File: src/hdl/hras_pkg.sv
// Constants for the receive address recognition and frame status block.
// Assumes a 32-bit APB slave with one register per aligned word.
package hras_pkg;
  // ==========================================================
  // Register indices, byte address is four times the index
  // ==========================================================
  localparam logic [7:0] IDX_RX_COUNT_LOW   = 8'h25;
  localparam logic [7:0] IDX_FIRST_SP       = 8'h26;
  localparam logic [7:0] IDX_RX_STATUS      = 8'h27;
  localparam logic [7:0] IDX_FIRST_EP       = 8'h28;
  localparam logic [7:0] IDX_RX_CTRL        = 8'h29;
  localparam logic [7:0] IDX_RX_COUNT_HIGH  = 8'h2A;
  localparam logic [7:0] IDX_LINK_STATUS2   = 8'h2B;
  localparam logic [7:0] IDX_SECOND_SP      = 8'h2C;
  localparam logic [7:0] IDX_SECOND_EP      = 8'h2D;
  localparam logic [7:0] IDX_MODE           = 8'h2E;
  localparam logic [7:0] IDX_COMMAND        = 8'h2F;
  // ==========================================================
  // Field positions
  // ==========================================================
  localparam int         CMD_ACK_BIT        = 0;
  localparam int         MODE_ADDR2_BIT     = 3;
  localparam int         SP_CRI_BIT         = 1;
  localparam int         SP_MOD_SEL_BIT     = 1;
  localparam int         LS2_MULTIFRAME_BIT = 2;
  localparam int         CR_BIT             = 1;
  // ==========================================================
  // Message transfer modes, held in mode register bits 2..0
  // ==========================================================
  localparam logic [2:0] MODE_AUTO          = 3'h0;
  localparam logic [2:0] MODE_NONAUTO       = 3'h1;
  localparam logic [2:0] MODE_TRANSP1       = 3'h2;
  localparam logic [2:0] MODE_TRANSP2       = 3'h3;
  localparam logic [2:0] MODE_TRANSP3       = 3'h4;
  // ==========================================================
  // Fixed group values and match codes
  // ==========================================================
  localparam logic [5:0] GROUP_SERVICE_PT   = 6'h3F;
  localparam logic [7:0] GROUP_ENDPOINT_ID  = 8'hFF;
  localparam logic [1:0] SPC_SECOND         = 2'h0;
  localparam logic [1:0] SPC_GROUP          = 2'h1;
  localparam logic [1:0] SPC_FIRST          = 2'h2;
  localparam logic [1:0] CTRL_U_TYPE        = 2'h3;
  localparam logic [1:0] CTRL_S_TYPE        = 2'h1;
  localparam logic [11:0] COUNT_MAX         = 12'hFFF;
  localparam logic [3:0] POS_MAX            = 4'hF;
endpackage : hras_pkg

File: src/hdl/hras_top.sv
// Receive address recognition, control field capture and frame status.
// Assumes an APB master, a deserialiser giving whole bytes and frame ends,
// a receive queue that always accepts, and a transmitter reporting events.
//
// Local design decision: the APB slave port.
`timescale 1ns/1ps
module hras_top #(
  parameter int         AW           = 10,
  parameter logic [1:0] CHIP_VERSION = 2'h0  // Arbitrary value
) (
  input  wire logic          i_mclk,
  input  wire logic          i_sys_rst,
  input  wire logic          i_psel,
  input  wire logic          i_penable,
  input  wire logic          i_pwrite,
  input  wire logic [AW-1:0] i_paddr,
  input  wire logic [31:0]   i_pwdata,
  input  wire logic [3:0]    i_pstrb,
  output logic               o_pready,
  output logic               o_pslverr,
  output logic      [31:0]   o_prdata,
  input  wire logic          i_rx_byte_valid,
  input  wire logic [7:0]    i_rx_byte,
  input  wire logic          i_rx_frame_end,
  input  wire logic          i_rx_crc_ok,
  input  wire logic          i_rx_aborted,
  output logic               o_queue_valid,
  output logic      [7:0]    o_queue_data,
  output logic               o_message_end,
  output logic               o_sframe_rx,
  output logic               o_auto_numbered,
  input  wire logic          i_tx_cmd,
  input  wire logic          i_tx_done,
  input  wire logic          i_sframe_tx_start,
  input  wire logic          i_sframe_tx_done
);
  // ==========================================================
  // Register bus decode
  // ==========================================================
  logic [7:0] first_sp;
  logic [7:0] second_sp;
  logic [7:0] first_ep;
  logic [7:0] second_ep;
  logic [3:0] mode_reg;
  logic       multiframe_disable;
  logic [7:0] st_status;
  logic [7:0] st_ctrl;
  logic [11:0] st_count;
  logic       st_length_overflow;
  logic       hold;
  logic       busy_cmd;
  logic       busy_sf;
  logic [7:0] idx;
  logic       mapped;
  logic       wr_acc;
  logic       ack_cmd;
  logic [7:0] next_rd;

  assign idx = i_paddr[9:2];
  assign mapped = (i_paddr[1:0] == 2'h0) && (idx >= hras_pkg::IDX_RX_COUNT_LOW)
                  && (idx <= hras_pkg::IDX_COMMAND);
  assign o_pready = 1'b1;
  assign o_pslverr = i_psel && i_penable && !mapped;
  assign wr_acc = i_psel && i_penable && i_pwrite && mapped && i_pstrb[0];
  assign ack_cmd = wr_acc && (idx == hras_pkg::IDX_COMMAND)
                   && i_pwdata[hras_pkg::CMD_ACK_BIT];

  always_comb begin
    case (idx)
      hras_pkg::IDX_RX_COUNT_LOW:  next_rd = st_count[7:0];
      hras_pkg::IDX_RX_STATUS:     next_rd = st_status;
      hras_pkg::IDX_RX_CTRL:       next_rd = st_ctrl;
      hras_pkg::IDX_RX_COUNT_HIGH: next_rd = {busy_cmd | busy_sf, CHIP_VERSION,
                                              st_length_overflow, st_count[11:8]};
      hras_pkg::IDX_LINK_STATUS2:  next_rd = {5'h00, multiframe_disable, 2'h0};
      default:                     next_rd = 8'h00;
    endcase
  end

  always_ff @(posedge i_mclk or posedge i_sys_rst) begin
    if (i_sys_rst) begin
      o_prdata <= 32'h0000_0000;
    end else if (i_psel && !i_penable && !i_pwrite) begin
      o_prdata <= {24'h000000, next_rd};
    end
  end

  always_ff @(posedge i_mclk or posedge i_sys_rst) begin
    if (i_sys_rst) begin
      first_sp  <= 8'h00;
      second_sp <= 8'h00;
      first_ep  <= 8'h00;
      second_ep <= 8'h00;
      mode_reg  <= 4'h0;
      multiframe_disable <= 1'b0;
    end else if (wr_acc) begin
      case (idx)
        hras_pkg::IDX_FIRST_SP:     first_sp  <= i_pwdata[7:0];
        hras_pkg::IDX_SECOND_SP:    second_sp <= i_pwdata[7:0];
        hras_pkg::IDX_FIRST_EP:     first_ep  <= i_pwdata[7:0];
        hras_pkg::IDX_SECOND_EP:    second_ep <= i_pwdata[7:0];
        hras_pkg::IDX_MODE:         mode_reg  <= i_pwdata[3:0];
        hras_pkg::IDX_LINK_STATUS2: multiframe_disable <= i_pwdata[hras_pkg::LS2_MULTIFRAME_BIT];
        default:                    multiframe_disable <= multiframe_disable;
      endcase
    end
  end

  // ==========================================================
  // Mode decode
  // ==========================================================
  logic       m_auto;
  logic       m_nonauto;
  logic       m_tr1;
  logic       m_tr2;
  logic       m_tr3;
  logic       addr2;
  logic       mod128;

  assign m_auto    = mode_reg[2:0] == hras_pkg::MODE_AUTO;
  assign m_tr1     = mode_reg[2:0] == hras_pkg::MODE_TRANSP1;
  assign m_tr2     = mode_reg[2:0] == hras_pkg::MODE_TRANSP2;
  assign m_tr3     = mode_reg[2:0] == hras_pkg::MODE_TRANSP3;
  assign m_nonauto = !(m_auto || m_tr1 || m_tr2 || m_tr3);
  assign addr2     = mode_reg[hras_pkg::MODE_ADDR2_BIT] || m_tr1;
  assign mod128    = m_auto && second_sp[hras_pkg::SP_MOD_SEL_BIT];

  // ==========================================================
  // Frame header capture
  // ==========================================================
  logic [3:0] pos;
  logic [3:0] cur;
  logic [7:0] byte1;
  logic [7:0] byte2;
  logic [7:0] ctl1;
  logic [7:0] ctl2;
  logic [3:0] ctl_pos;
  logic [3:0] data_pos;
  logic       ctl_two;
  logic       is_s;
  logic       is_u;

  assign cur = (pos == hras_pkg::POS_MAX) ? pos : pos + 4'h1;
  assign ctl_pos = m_tr1 ? 4'h3 : (addr2 ? 4'h3 : 4'h2);
  assign is_u = ctl1[1:0] == hras_pkg::CTRL_U_TYPE;
  assign is_s = ctl1[1:0] == hras_pkg::CTRL_S_TYPE;
  assign ctl_two = mod128 && !is_u;
  always_comb begin
    if (m_tr2)
      data_pos = 4'h1;
    else if (m_tr3)
      data_pos = 4'h2;
    else
      data_pos = ctl_pos + (ctl_two ? 4'h2 : 4'h1);
  end

  always_ff @(posedge i_mclk or posedge i_sys_rst) begin
    if (i_sys_rst) begin
      pos   <= 4'h0;
      byte1 <= 8'h00;
      byte2 <= 8'h00;
      ctl1  <= 8'h00;
      ctl2  <= 8'h00;
    end else if (i_rx_frame_end) begin
      pos <= 4'h0;
    end else if (i_rx_byte_valid) begin
      pos <= cur;
      if (cur == 4'h1)
        byte1 <= i_rx_byte;
      if (cur == 4'h2)
        byte2 <= i_rx_byte;
      if (!m_tr2 && !m_tr3 && cur == ctl_pos)
        ctl1 <= i_rx_byte;
      if (!m_tr2 && !m_tr3 && cur == ctl_pos + 4'h1)
        ctl2 <= i_rx_byte;
    end
  end

  // ==========================================================
  // Address comparison
  // ==========================================================
  logic [7:0] ep_byte;
  logic       sp1_hit;
  logic       sp2_hit;
  logic       spg_hit;
  logic       ep1_hit;
  logic       ep2_hit;
  logic       epg_hit;
  logic       addr_ok;
  logic [1:0] spc;
  logic       epf;

  assign ep_byte = addr2 ? byte2 : byte1;
  assign sp1_hit = byte1[7:2] == first_sp[7:2];
  assign sp2_hit = byte1[7:2] == second_sp[7:2];
  assign spg_hit = byte1[7:2] == hras_pkg::GROUP_SERVICE_PT;
  assign ep1_hit = ep_byte[7:1] == first_ep[7:1];
  assign ep2_hit = ep_byte[7:1] == second_ep[7:1];
  assign epg_hit = ep_byte == hras_pkg::GROUP_ENDPOINT_ID;

  always_comb begin
    spc     = hras_pkg::SPC_SECOND;
    epf     = 1'b0;
    addr_ok = 1'b0;
    if (!addr2 && !m_tr3) begin
      addr_ok = ep1_hit || ep2_hit;
      epf     = ep1_hit;
    end else if (sp1_hit && (ep1_hit || epg_hit || (sp2_hit && ep2_hit))) begin
      spc     = hras_pkg::SPC_FIRST;
      epf     = !epg_hit;
      addr_ok = 1'b1;
    end else if (sp2_hit && (ep2_hit || epg_hit)) begin
      spc     = hras_pkg::SPC_SECOND;
      epf     = !epg_hit;
      addr_ok = 1'b1;
    end else if (spg_hit && (ep1_hit || ep2_hit || epg_hit)) begin
      spc     = hras_pkg::SPC_GROUP;
      epf     = !epg_hit;
      addr_ok = 1'b1;
    end
    if (m_tr3) begin
      addr_ok = 1'b1;
      spc     = sp1_hit ? hras_pkg::SPC_FIRST
              : (spg_hit ? hras_pkg::SPC_GROUP : hras_pkg::SPC_SECOND);
    end
  end

  // ==========================================================
  // Data to the receive queue and byte count
  // ==========================================================
  logic        need_match;
  logic        drop;
  logic        push;
  logic [11:0] cnt;
  logic        length_overflow_flag;

  assign need_match = m_auto || m_nonauto;
  assign drop = (need_match && !addr_ok) || (m_auto && is_s && cur > ctl_pos);
  assign push = i_rx_byte_valid && !i_rx_frame_end && cur >= data_pos && !drop;

  always_ff @(posedge i_mclk or posedge i_sys_rst) begin
    if (i_sys_rst) begin
      o_queue_valid <= 1'b0;
      o_queue_data  <= 8'h00;
    end else begin
      o_queue_valid <= push;
      if (push)
        o_queue_data <= i_rx_byte;
    end
  end

  always_ff @(posedge i_mclk or posedge i_sys_rst) begin
    if (i_sys_rst) begin
      cnt                  <= 12'h000;
      length_overflow_flag <= 1'b0;
    end else if (i_rx_frame_end) begin
      cnt                  <= 12'h000;
      length_overflow_flag <= 1'b0;
    end else if (push) begin
      cnt <= cnt + 12'h001;
      if (cnt == hras_pkg::COUNT_MAX)
        length_overflow_flag <= 1'b1;
    end
  end

  // ==========================================================
  // Frame end, visible status and hold
  // ==========================================================
  logic       sframe_end;
  logic       report;
  logic [7:0] ctl_view;
  logic [1:0] spc_view;
  logic       epf_view;

  assign sframe_end = i_rx_frame_end && m_auto && addr_ok && is_s;
  assign report = i_rx_frame_end && (!need_match || addr_ok) && !sframe_end;
  assign ctl_view = (mod128 && !is_u) ? {ctl2[3:1], ctl2[0], ctl1[3:1], 1'b0}
                                      : ctl1;
  assign spc_view = (addr2 && need_match) || m_tr3 ? spc : 2'h0;
  assign epf_view = (m_tr2 || m_tr3) ? 1'b0 : epf;

  always_ff @(posedge i_mclk or posedge i_sys_rst) begin
    if (i_sys_rst) begin
      hold      <= 1'b0;
      st_status <= 8'h00;
      st_ctrl   <= 8'h00;
      st_count  <= 12'h000;
      st_length_overflow <= 1'b0;
    end else if (report && !hold) begin
      hold      <= 1'b1;
      st_status <= {cnt != 12'h000 || push, 1'b0, i_rx_crc_ok, i_rx_aborted,
                    spc_view, byte1[hras_pkg::CR_BIT], epf_view};
      st_ctrl   <= (m_tr2 || m_tr3) ? st_ctrl : ctl_view;
      st_count  <= cnt;
      st_length_overflow <= length_overflow_flag;
    end else if (ack_cmd) begin
      hold <= 1'b0;
    end
  end

  always_ff @(posedge i_mclk or posedge i_sys_rst) begin
    if (i_sys_rst) begin
      o_message_end   <= 1'b0;
      o_sframe_rx     <= 1'b0;
      o_auto_numbered <= 1'b0;
    end else begin
      o_message_end   <= report && !hold;
      o_sframe_rx     <= sframe_end;
      o_auto_numbered <= i_rx_frame_end && m_auto && addr2
                         && spc == hras_pkg::SPC_FIRST && epf
                         && ep1_hit && first_ep != hras_pkg::GROUP_ENDPOINT_ID
                         && !is_u;
    end
  end

  // ==========================================================
  // Transmitter busy flag
  // ==========================================================
  always_ff @(posedge i_mclk or posedge i_sys_rst) begin
    if (i_sys_rst) begin
      busy_cmd <= 1'b0;
      busy_sf  <= 1'b0;
    end else begin
      if (i_tx_cmd)
        busy_cmd <= 1'b1;
      else if (i_tx_done)
        busy_cmd <= 1'b0;
      if (i_sframe_tx_start)
        busy_sf <= 1'b1;
      else if (i_sframe_tx_done)
        busy_sf <= 1'b0;
    end
  end
endmodule : hras_top

File: config.mk
export PLATFORM = sky130hd
export DESIGN_NAME = hras_top
export DESIGN_NICKNAME = d
export VERILOG_FILES = /design/src/hdl/hras_pkg.sv /design/src/hdl/hras_top.sv
export SDC_FILE = /design/constraint.sdc
export NUM_CORES = 1
export LEC_CHECK = 0
export ABC_AREA = 1
export BUFFER_PORTS_ARGS = -buffer_cell sky130_fd_sc_hd__buf_2
export CAP_MARGIN = 10
export CORE_MARGIN = 2
export CORE_UTILIZATION = 46
export CTS_CLUSTER_SIZE = 20
export DETAILED_ROUTE_END_ITERATION = 7
export HOLD_SLACK_MARGIN = 0.08
export PLACE_DENSITY = 0.67
export SYNTH_ARGS = -nofsm -noshare
export SYNTH_HDL_FRONTEND = slang
export SYNTH_SLANG_ARGS = --single-unit
File: constraint.sdc
create_clock -name i_mclk -period 4.2 [get_ports i_mclk]
set_clock_uncertainty 0.2 [all_clocks]
set_input_delay 0.21 -clock i_mclk [delete_from_list [all_inputs] [get_ports i_mclk]]
set_output_delay 0.21 -clock i_mclk [all_outputs]
set_load 0.1 [all_outputs]
# After elaboration in Yosys (flattened, before gate mapping)
# Index checks and enable logic that the tools add are counted.
[op_classes]
add_sub_neg = 4
n_lt_le_gt_ge = 4
eq_ne = 30
n_mux = 40
bitwise_logic = 3
n_reduce_logical = 91
[ops]
columns = ["op", "count"]
rows = [
  ["equality test 8 x 6 -> 1 bit (second input constant)", 11],
  ["logical AND 1 bit", 40],
  ["one-hot mux 8 bit (5 select lines)", 1],
  ["2-to-1 mux 1 bit", 24],
  ["2-to-1 mux 12 bit", 2],
  ["2-to-1 mux 8 bit", 2],
  ["AND reduction 2 bit", 8],
  ["zero test 1 bit", 15],
  ["logical OR 1 bit", 15],
  ["equality test 7 bit", 2],
  ["adder 12 x 1 -> 12 bit (second input constant)", 1],
  ["equality test 12 bit (second input constant)", 1],
  ["equality test 6 bit", 2],
  ["2-to-1 mux 2 bit", 6],
  ["2-to-1 mux 4 bit", 3],
  ["AND reduction 3 bit", 4],
  ["nonzero test 12 bit", 1],
  ["nonzero test 2 bit", 6],
  ["equality test 8 bit (second input constant)", 1],
  ["greater-or-equal comparator 8 x 6 -> 1 bit (second input constant)", 1],
  ["less-or-equal comparator 8 x 6 -> 1 bit (second input constant)", 1],
  ["!= test 8 bit (second input constant)", 1],
  ["equality test 3 x 2 -> 1 bit (second input constant)", 2],
  ["equality test 6 bit (second input constant)", 1],
  ["18 further kinds", 21],
]
[word_totals]
regBits = 133
input_bits = 67
output_inout_bits = 46

# Depth between registers and ports, before layout
# Gate-level depths: netlist of run 1.
[depth]
word_depth = 19
depth_mapped = 21
ltp_nobuf = 21

# Worst setup path before layout of run 1
# OpenSTA, ideal clock, no wires.
[synth_timing]
kind = "register to register"
startpoint = "reg mode_reg[1]"
endpoint = "reg cnt[4]"
setup_time_ns = 0.123
arrival_ns = 2.564
t_required_ns = 3.877
setup_slack_ns = 1.312
stages_incl_launch_ff = 17
path_buffers = 1
path_cell_list = "dfrtp_1 > nor3_1 > nand3_1 > ha_1 > o21ai_0 > ha_1 > inv_1 > a21boi_0 > o21ai_0 > nand2_1 > o211ai_1 > inv_1 > nand2_4 > nand2_1 > buf_4 > nand2_1 > o21ai_1"
[synth_between]
elab_chain_cells = 18
[synth_rtl]
columns = ["element", "line", "text"]
rows = [
  ["start: declaration", "hras_top.sv:44", "logic [3:0] mode_reg;"],
  ["start signal: assignment", "hras_top.sv:102", "hras_pkg::IDX_MODE: mode_reg <= i_pwdata[3:0];"],
  ["equality test 3 x 2 -> 1 bit", "hras_top.sv:121", "assign m_tr1 = mode_reg[2:0] == hras_pkg::MODE_TRANSP1;"],
  ["logical OR 1 bit", "hras_top.sv:125", "assign addr2 = mode_reg[hras_pkg::MODE_ADDR2_BIT] || m_tr1;"],
  ["2-to-1 mux 8 bit", "hras_top.sv:193", "assign ep_byte = addr2 ? byte2 : byte1;"],
  ["equality test 7 bit, on equally long branches", "hras_top.sv:197, hras_top.sv:198", ""],
  ["logical OR 1 bit", "hras_top.sv:206, hras_top.sv:216", ""],
  ["logical OR 1 bit", "hras_top.sv:216", "end else if (spg_hit && (ep1_hit || ep2_hit || epg_hit)) begin"],
  ["logical AND 1 bit", "hras_top.sv:216", ""],
  ["2-to-1 mux 1 bit", "hras_top.sv:216", ""],
  ["[... 2 more ...]", "n/a", ""],
  ["2-to-1 mux 1 bit", "hras_top.sv:205", "if (!addr2 && !m_tr3) begin"],
  ["2-to-1 mux 1 bit", "hras_top.sv:221", "if (m_tr3) begin"],
  ["zero test 1 bit", "hras_top.sv:238", "assign drop = (need_match && !addr_ok) || (m_auto && is_s && cur > ctl_pos);"],
  ["logical AND 1 bit", "hras_top.sv:238", ""],
  ["logical OR 1 bit", "hras_top.sv:238", ""],
  ["zero test 1 bit", "hras_top.sv:239", "assign push = i_rx_byte_valid && !i_rx_frame_end && cur >= data_pos && !drop;"],
  ["logical AND 1 bit (*)", "hras_top.sv:239", ""],
  ["nonzero test 2 bit (no line) (*)", "n/a", ""],
  ["end signal: assignment", "hras_top.sv:260", "cnt <= cnt + 12'h001;"],
  ["end: declaration", "hras_top.sv:234", "logic [11:0] cnt;"],
]
# Mark *: on every way between the ends. The rest lies on a longest branch, timed or not.
# A chain may end at the register's enable or synchronous reset.

# Worst setup path after layout of run 1
[layout_timing]
startpoint = "reg mode_reg[1]"
endpoint = "reg cnt[11]"
# The elaborated chain is that of the path after synthesis.

==> results of run 1 <==
==> worst register-to-register path, stage by stage, from the launching register on <==
cell and delay [ns]:
dfrtp_1 0.44, nor3_1 0.47, nand3_1 0.32, ha_1 0.36
o21ai_0 0.18, ha_1 0.25, inv_1 0.05, a21boi_0 0.07
o21ai_0 0.15, nand2_1 0.07, o211ai_1 0.15, inv_1 0.09
nand2_4 0.19, nand2_2 0.29, nand2_1 0.13, o21ai_1 0.07
==> per-stage QoR <==
stage               util [%]  hold slack, ns  power [mW]
global placement        49.9           0.189        2.59
global route            56.0           0.123        4.32
CTS                     56.0          0.0847        4.13
finish                  56.0          0.0967        4.10
floorplan                  -           0.106        2.41
detailed placement      49.9           0.207        2.61
==> cell families after synthesis <==
| kind of cell | count (synthesis) |
|---|---|
| other | 2 |
| muxes | 1 |
| and+or+nand+nor | 421 |
| xor gates and xnor gates | 17 |
| buffers and inverters | 167 |
| DFF | 129 |
| AOI/OAI and AO/OA | 147 |
| adders and majority gates | 10 |
==> cell type report <==
cell class	instances	area, µm²
clock inverter	9	104
multi-input combinational	621	3050
fill	1396	6450
clock buffer	23	498
tap	184	230
timing repair buffer	93	633
sequential	129	3230
inverter	120	453
==> routing by layer <==
metal / up-vias / track usage (%)
li1: 3017 / -
met1: 2768 / 32.0
met2: 162 / 33.8
met3: 19 / 4.51
met4: 0 / 6.53
met5: - / 0
==> path summary, 6_finish.rpt <==
check | startpoint | endpoint | depth (start not counted)
setup / recovery | mode_reg[1] | cnt[11] | 15
hold / removal | i_paddr[8] | o_prdata[4] | 5
setup reg to reg | mode_reg[1] | cnt[11] | 15
hold reg to reg | o_prdata[6] | o_prdata[6] | 1
max in group asynchronous | i_sys_rst | o_queue_data[2] | 4
min in group asynchronous | i_sys_rst | first_sp[7] | 3
==> timing repair <==
item	CTS	global route
gates resized for setup	0	1
hold buffers	29	0
endpoints found under the setup margin	0	13
hold endpoints to repair	155	0
==> where the power goes <==
group / switching, mW / leakage (nW) / total (mW) / internal (mW)
logic: 0.734 / 2.26 / 0.991 / 0.257
clock network: 0.537 / 0.295 / 1.49 / 0.948
registers: 0.165 / 1.73 / 1.63 / 1.46
==> cells in the final DEF, fill, tap and decap left out, types with 3 or more instances in the layout <==
| cell | synthesis | routed |
|---|---|---|
| conb_1 | 2 | 25 |
| o21ai_1 | 19 | 19 |
| nand3_2 | 3 | 3 |
| inv_1 | 118 | 117 |
| nand2_2 | 9 | 10 |
| nor3_1 | 15 | 15 |
| nand3_1 | 54 | 54 |
| o22ai_1 | 5 | 5 |
| buf_2 | 6 | 60 |
| a21oi_1 | 19 | 19 |
| clkbuf_16 | 0 | 17 |
| nor4_1 | 8 | 8 |
| dlygate4sd3_1 | 0 | 29 |
| or2_2 | 10 | 10 |
| xor2_1 | 15 | 15 |
| buf_4 | 27 | 3 |
| nor2_1 | 59 | 59 |
| ha_1 | 10 | 10 |
| dfrtp_1 | 129 | 129 |
| a22o_1 | 4 | 4 |
| a221oi_1 | 6 | 6 |
| o21ai_0 | 82 | 82 |
| nand2_1 | 238 | 237 |
| nand4_1 | 13 | 13 |
| clkbuf_8 | 0 | 5 |
| clkinv_2 | 0 | 4 |
==> results.cfg, run 1 <==
[outcome]
status = finished clean

[detailed_routing]
dr.pass1.iters = 5
wl_met2_um = 7220
met3_length_um = 801
vias = 5966
ant_nets = 0
post_drt_wl_per_cell_um = 14.0
routed_via_density = 5.06
top_layer = met4
drt_iter0_drc = 445
wl_um = 16500
met1_length_um = 8290
drc = 0

[global_route]
grt_pass1_vias = 5616
track_usage_pct = 22.1
grt_antenna_before_repair = 0
grt_max_degree = 70
grt_overflow = 0
grt_pass1_wl_um = 28100

[finish]
antenna_cells = 0
fin_area_um2 = 8200
drive_above_1_share_pct = 12.8
finalNonFillerCells = 1179
final_nets = 1059
syn_to_final_growth_pct = 17.9
reg_top3 = cnt: 12 flops, st_count: 12 flops

[critical_path]
critical_path_required_ns = 4.29
path_max_fanout = 21
crit_type = reg -> reg
crit_chain = nor3_1 -> nand3_1 -> ha_1 -> o21ai_0 -> ha_1 -> inv_1 -> a21boi_0 -> o21ai_0 -> nand2_1 -> o211ai_1 -> inv_1 -> nand2_4 -> nand2_2 -> nand2_1 -> o21ai_1
arrival_ns = 3.69
path_buf_inv = 2
critPathMaxStageDelay_ns = 0.47
r2r_slack_ns = 0.61
critPathTopFamily = simple AND/OR/NAND/NOR gates
critPathSlowestCell = nor3_1
cp-end-kind = register
start_kind = register

[synth]
seq_area_frac_synth_pct = 46.4
synth_mux_area_share_pct = 0.144
synth_compound_area_share_pct = 11.7
synth_area_leaders = dfrtp_1, nand2_1, inv_1
synth-seq-cells = 129
yosysMostFrequentCell = nand2_1
synth_top_family_by_area = simple AND/OR/NAND/NOR gates
synthCells = 894
synthArstFlopShare_pct = 100
synth.cell_area_um2 = 6950
synthAdderAreaFrac_pct = 1.80
avgSynthCellArea_um2 = 7.78
synth_flop_cell = dfrtp_1
synthDominantCellAreaShare_pct = 46.4
yosysTopAreaCell = dfrtp_1
synth-edff-count = 0
yosysWarningCount = 0
synth-simple-area-share_pct = 26.7
synthDistinctLibCells = 44
synth-xor-area-share_pct = 2.14
synthTopCellsByCount = nand2_1, dfrtp_1, inv_1

[sta]
rsz0062_at_grt = false
hold_viol = 0
maxSlewHeadroom_pct = 42.1
min_period_ns = 3.59
slew_viol_final = 0
fmax_mhz = 278
timing.final.ws_setup_ns = 0.606
setup_violations = 0
worst_pin_slew_ns = 0.869
setup_tns_ns = 0
fin_crit_sh_pct = 85.6

[power]
vdd_drop_max_v = 0.000375
powerDensity_nw_per_um2 = 500
p_leak_nw = 4.28

[placed_design]
post-dp-hpwl_um = 12000
gp_congestion = 0.912
placed_area_um2 = 7300
post-place-cells = 1118
place_ws_ns = 0.437
io_buffer_count = 60

[floorplan]
ios = 113
die_y_um = 127
fp.dieW_um = 127
placementRows = 44
die_area_um2 = 16100
core_area_um2 = 14600
initial_utilization_pct = 47.5

[clocking]
cts_buffers = 17
clock-sinks = 129
clk_pin_slew_ns = 0.06
clkLatencyLatePin_ns = 0.42
cts_root_buf = clkbuf_16
clockBufferDepth = 2
cts_tree = yes
post-cts-setup-buffer-count = 0
cts_max_level = 4

[job]
maxCapViolCount = 0

[hold_path]
hold_path_class = in -> reg
(Power assumes the default switching activity.)
==> inputs of run 2 (changes only) <==
- CORE_UTILIZATION: 46 -> 40
- PLACE_DENSITY: 0.67 -> unset
==> run 2 against run 1 <==
Against the previous run:
- combinational power hardly changed
- non-clock buffer count increased by 1
- setup slack lost 0.014 ns
- clock-buffer cell count is 1 lower
- core utilization down 7.6 points
- cell area is 1.1% higher
- flip-flop and latch count is the same
- sequential power barely moved
- critical endpoint is now cnt[3]
- largest cell class unchanged
- largest power group unchanged
==> results.cfg, run 2 (synthesis results as in run 1) <==
[placed_design]
place_ws_ns = 0.391
post-place-cells = 1160
gp_congestion = 0.855
io_buffer_count = 60
post-dp-hpwl_um = 12200
placed_area_um2 = 7350

[clocking]
cts_buffers = 17
cts_max_level = 4
clockBufferDepth = 2
clock-sinks = 129
clkLatencyLatePin_ns = 0.43
cts_tree = yes
clk_pin_slew_ns = 0.06
cts_root_buf = clkbuf_16

[global_route]
grt_pass1_wl_um = 28100
grt_max_degree = 83
grt_pass1_vias = 5580
grt_antenna_before_repair = 0
track_usage_pct = 19.5
grt_overflow = 0

[sta]
fmax_mhz = 277
min_period_ns = 3.61
setup_tns_ns = 0
worst_pin_slew_ns = 0.821
fin_crit_sh_pct = 85.9
setup_violations = 0
rsz0062_at_grt = false
hold_viol = 0
timing.final.ws_setup_ns = 0.592
maxSlewHeadroom_pct = 44.7
slew_viol_final = 0

[finish]
final_nets = 1060
fin_area_um2 = 8280
antenna_cells = 0
drive_above_1_share_pct = 12.9
mostFrequentLayoutCells = nand2_1, dfrtp_1, inv_1
layout_commonest_cell = nand2_1
finalNonFillerCells = 1221
syn_to_final_growth_pct = 19.1
reg_top3 = cnt: 12 flops, st_count: 12 flops

[floorplan]
ios = 113
die_y_um = 136
placementRows = 48
initial_utilization_pct = 40.6
fp.dieW_um = 136
die_area_um2 = 18500
core_area_um2 = 17100

[detailed_routing]
ant_nets = 0
routed_via_density = 4.85
dr.pass1.iters = 5
drc = 0
drt_iter0_drc = 416
wl_um = 16800
vias = 5923
post_drt_wl_per_cell_um = 13.8

[critical_path]
crit_chain = nor3_1 -> nand3_1 -> ha_1 -> o21ai_0 -> ha_1 -> inv_1 -> a21boi_0 -> o21ai_0 -> nand2_1 -> o211ai_1 -> inv_1 -> nand2_4 -> nand2_2 -> nand2_1 -> o21ai_1
critPathSlowestCell = nor3_1
cp-end-kind = register
critPathTopFamily = simple AND/OR/NAND/NOR gates
critical_path_required_ns = 4.30
critPathMaxStageDelay_ns = 0.46
arrival_ns = 3.71
crit_type = reg -> reg
path_buf_inv = 2
start_kind = register
path_max_fanout = 21

[outcome]
status = finished clean

[hold_path]
hold_path_class = in -> reg

[power]
p_leak_nw = 4.30
vdd_drop_max_v = 0.000281
power_mw = 4.21
powerDensity_nw_per_um2 = 508

[job]
maxCapViolCount = 0
[run 2: cell types whose count changed in the layout (fill, tap and decap cells not counted)]
cell       delta
buf_4         +2
buf_12        -1
clkinv_4      -1
clkbuf_8      -1
inv_6         +1
bufinv_16     +2
inv_4         -1
[run 2: layer usage]
metal  global-route usage (%)  share of wire, %
met2                     29.3                43
met3                     4.06               5.2
met5                        0                 0
met1                     28.1                50
met4                     6.83               1.8
[run 2: power by group]
group / switching, mW / internal, mW / leakage [nW]
registers: 0.163 / 1.46 / 1.73
clock network: 0.538 / 1.05 / 0.312
logic: 0.737 / 0.256 / 2.26
[run 2: cell type report]
cell class | instances | area (µm²)
repair buffers | 94 | 628
inverters | 120 | 455
flip-flops and latches | 129 | 3230
clock inverters | 10 | 155
well taps | 225 | 282
fillers | 1709 | 8830
multi-input cells | 621 | 3050
clock buffers | 22 | 484
[run 2: worst paths after layout]
kind | from | to | slack, ns | cells after the start
min in group asynchronous | i_sys_rst | o_auto_numbered | 0.27 | 3
worst min-delay path | i_paddr[8] | o_prdata[4] | 0.11 | 5
worst max-delay path | mode_reg[1] | cnt[3] | 0.59 | 15
worst max register to register | mode_reg[1] | cnt[3] | 0.59 | 15
worst min register to register | o_prdata[4] | o_prdata[4] | 0.27 | 1
max in group asynchronous | i_sys_rst | pos[2] | 2.71 | 4
[run 2: timing repair]
| action | CTS | global route |
|---|---|---|
| endpoints found under the hold margin | 167 | 0 |
| buffers inserted | 0 | 0 |
| gates resized for setup | 0 | 1 |
| hold buffers | 29 | 0 |
| endpoints found under the setup margin | 0 | 2 |
[run 2: worst min-delay path, stage by stage]
cell	delay, ns
buf_2	0.09
nor4_1	0.09
nand4_1	0.09
a21oi_1	0.07
a21o_1	0.15
[run 2: metrics by stage]
step	hold slack [ns]	util, %
after floorplan	0.106	-
after global placement	0.188	43.0
after detailed placement	0.197	43.0
after CTS	0.102	48.4
after global routing	0.143	48.4
final	0.115	48.4
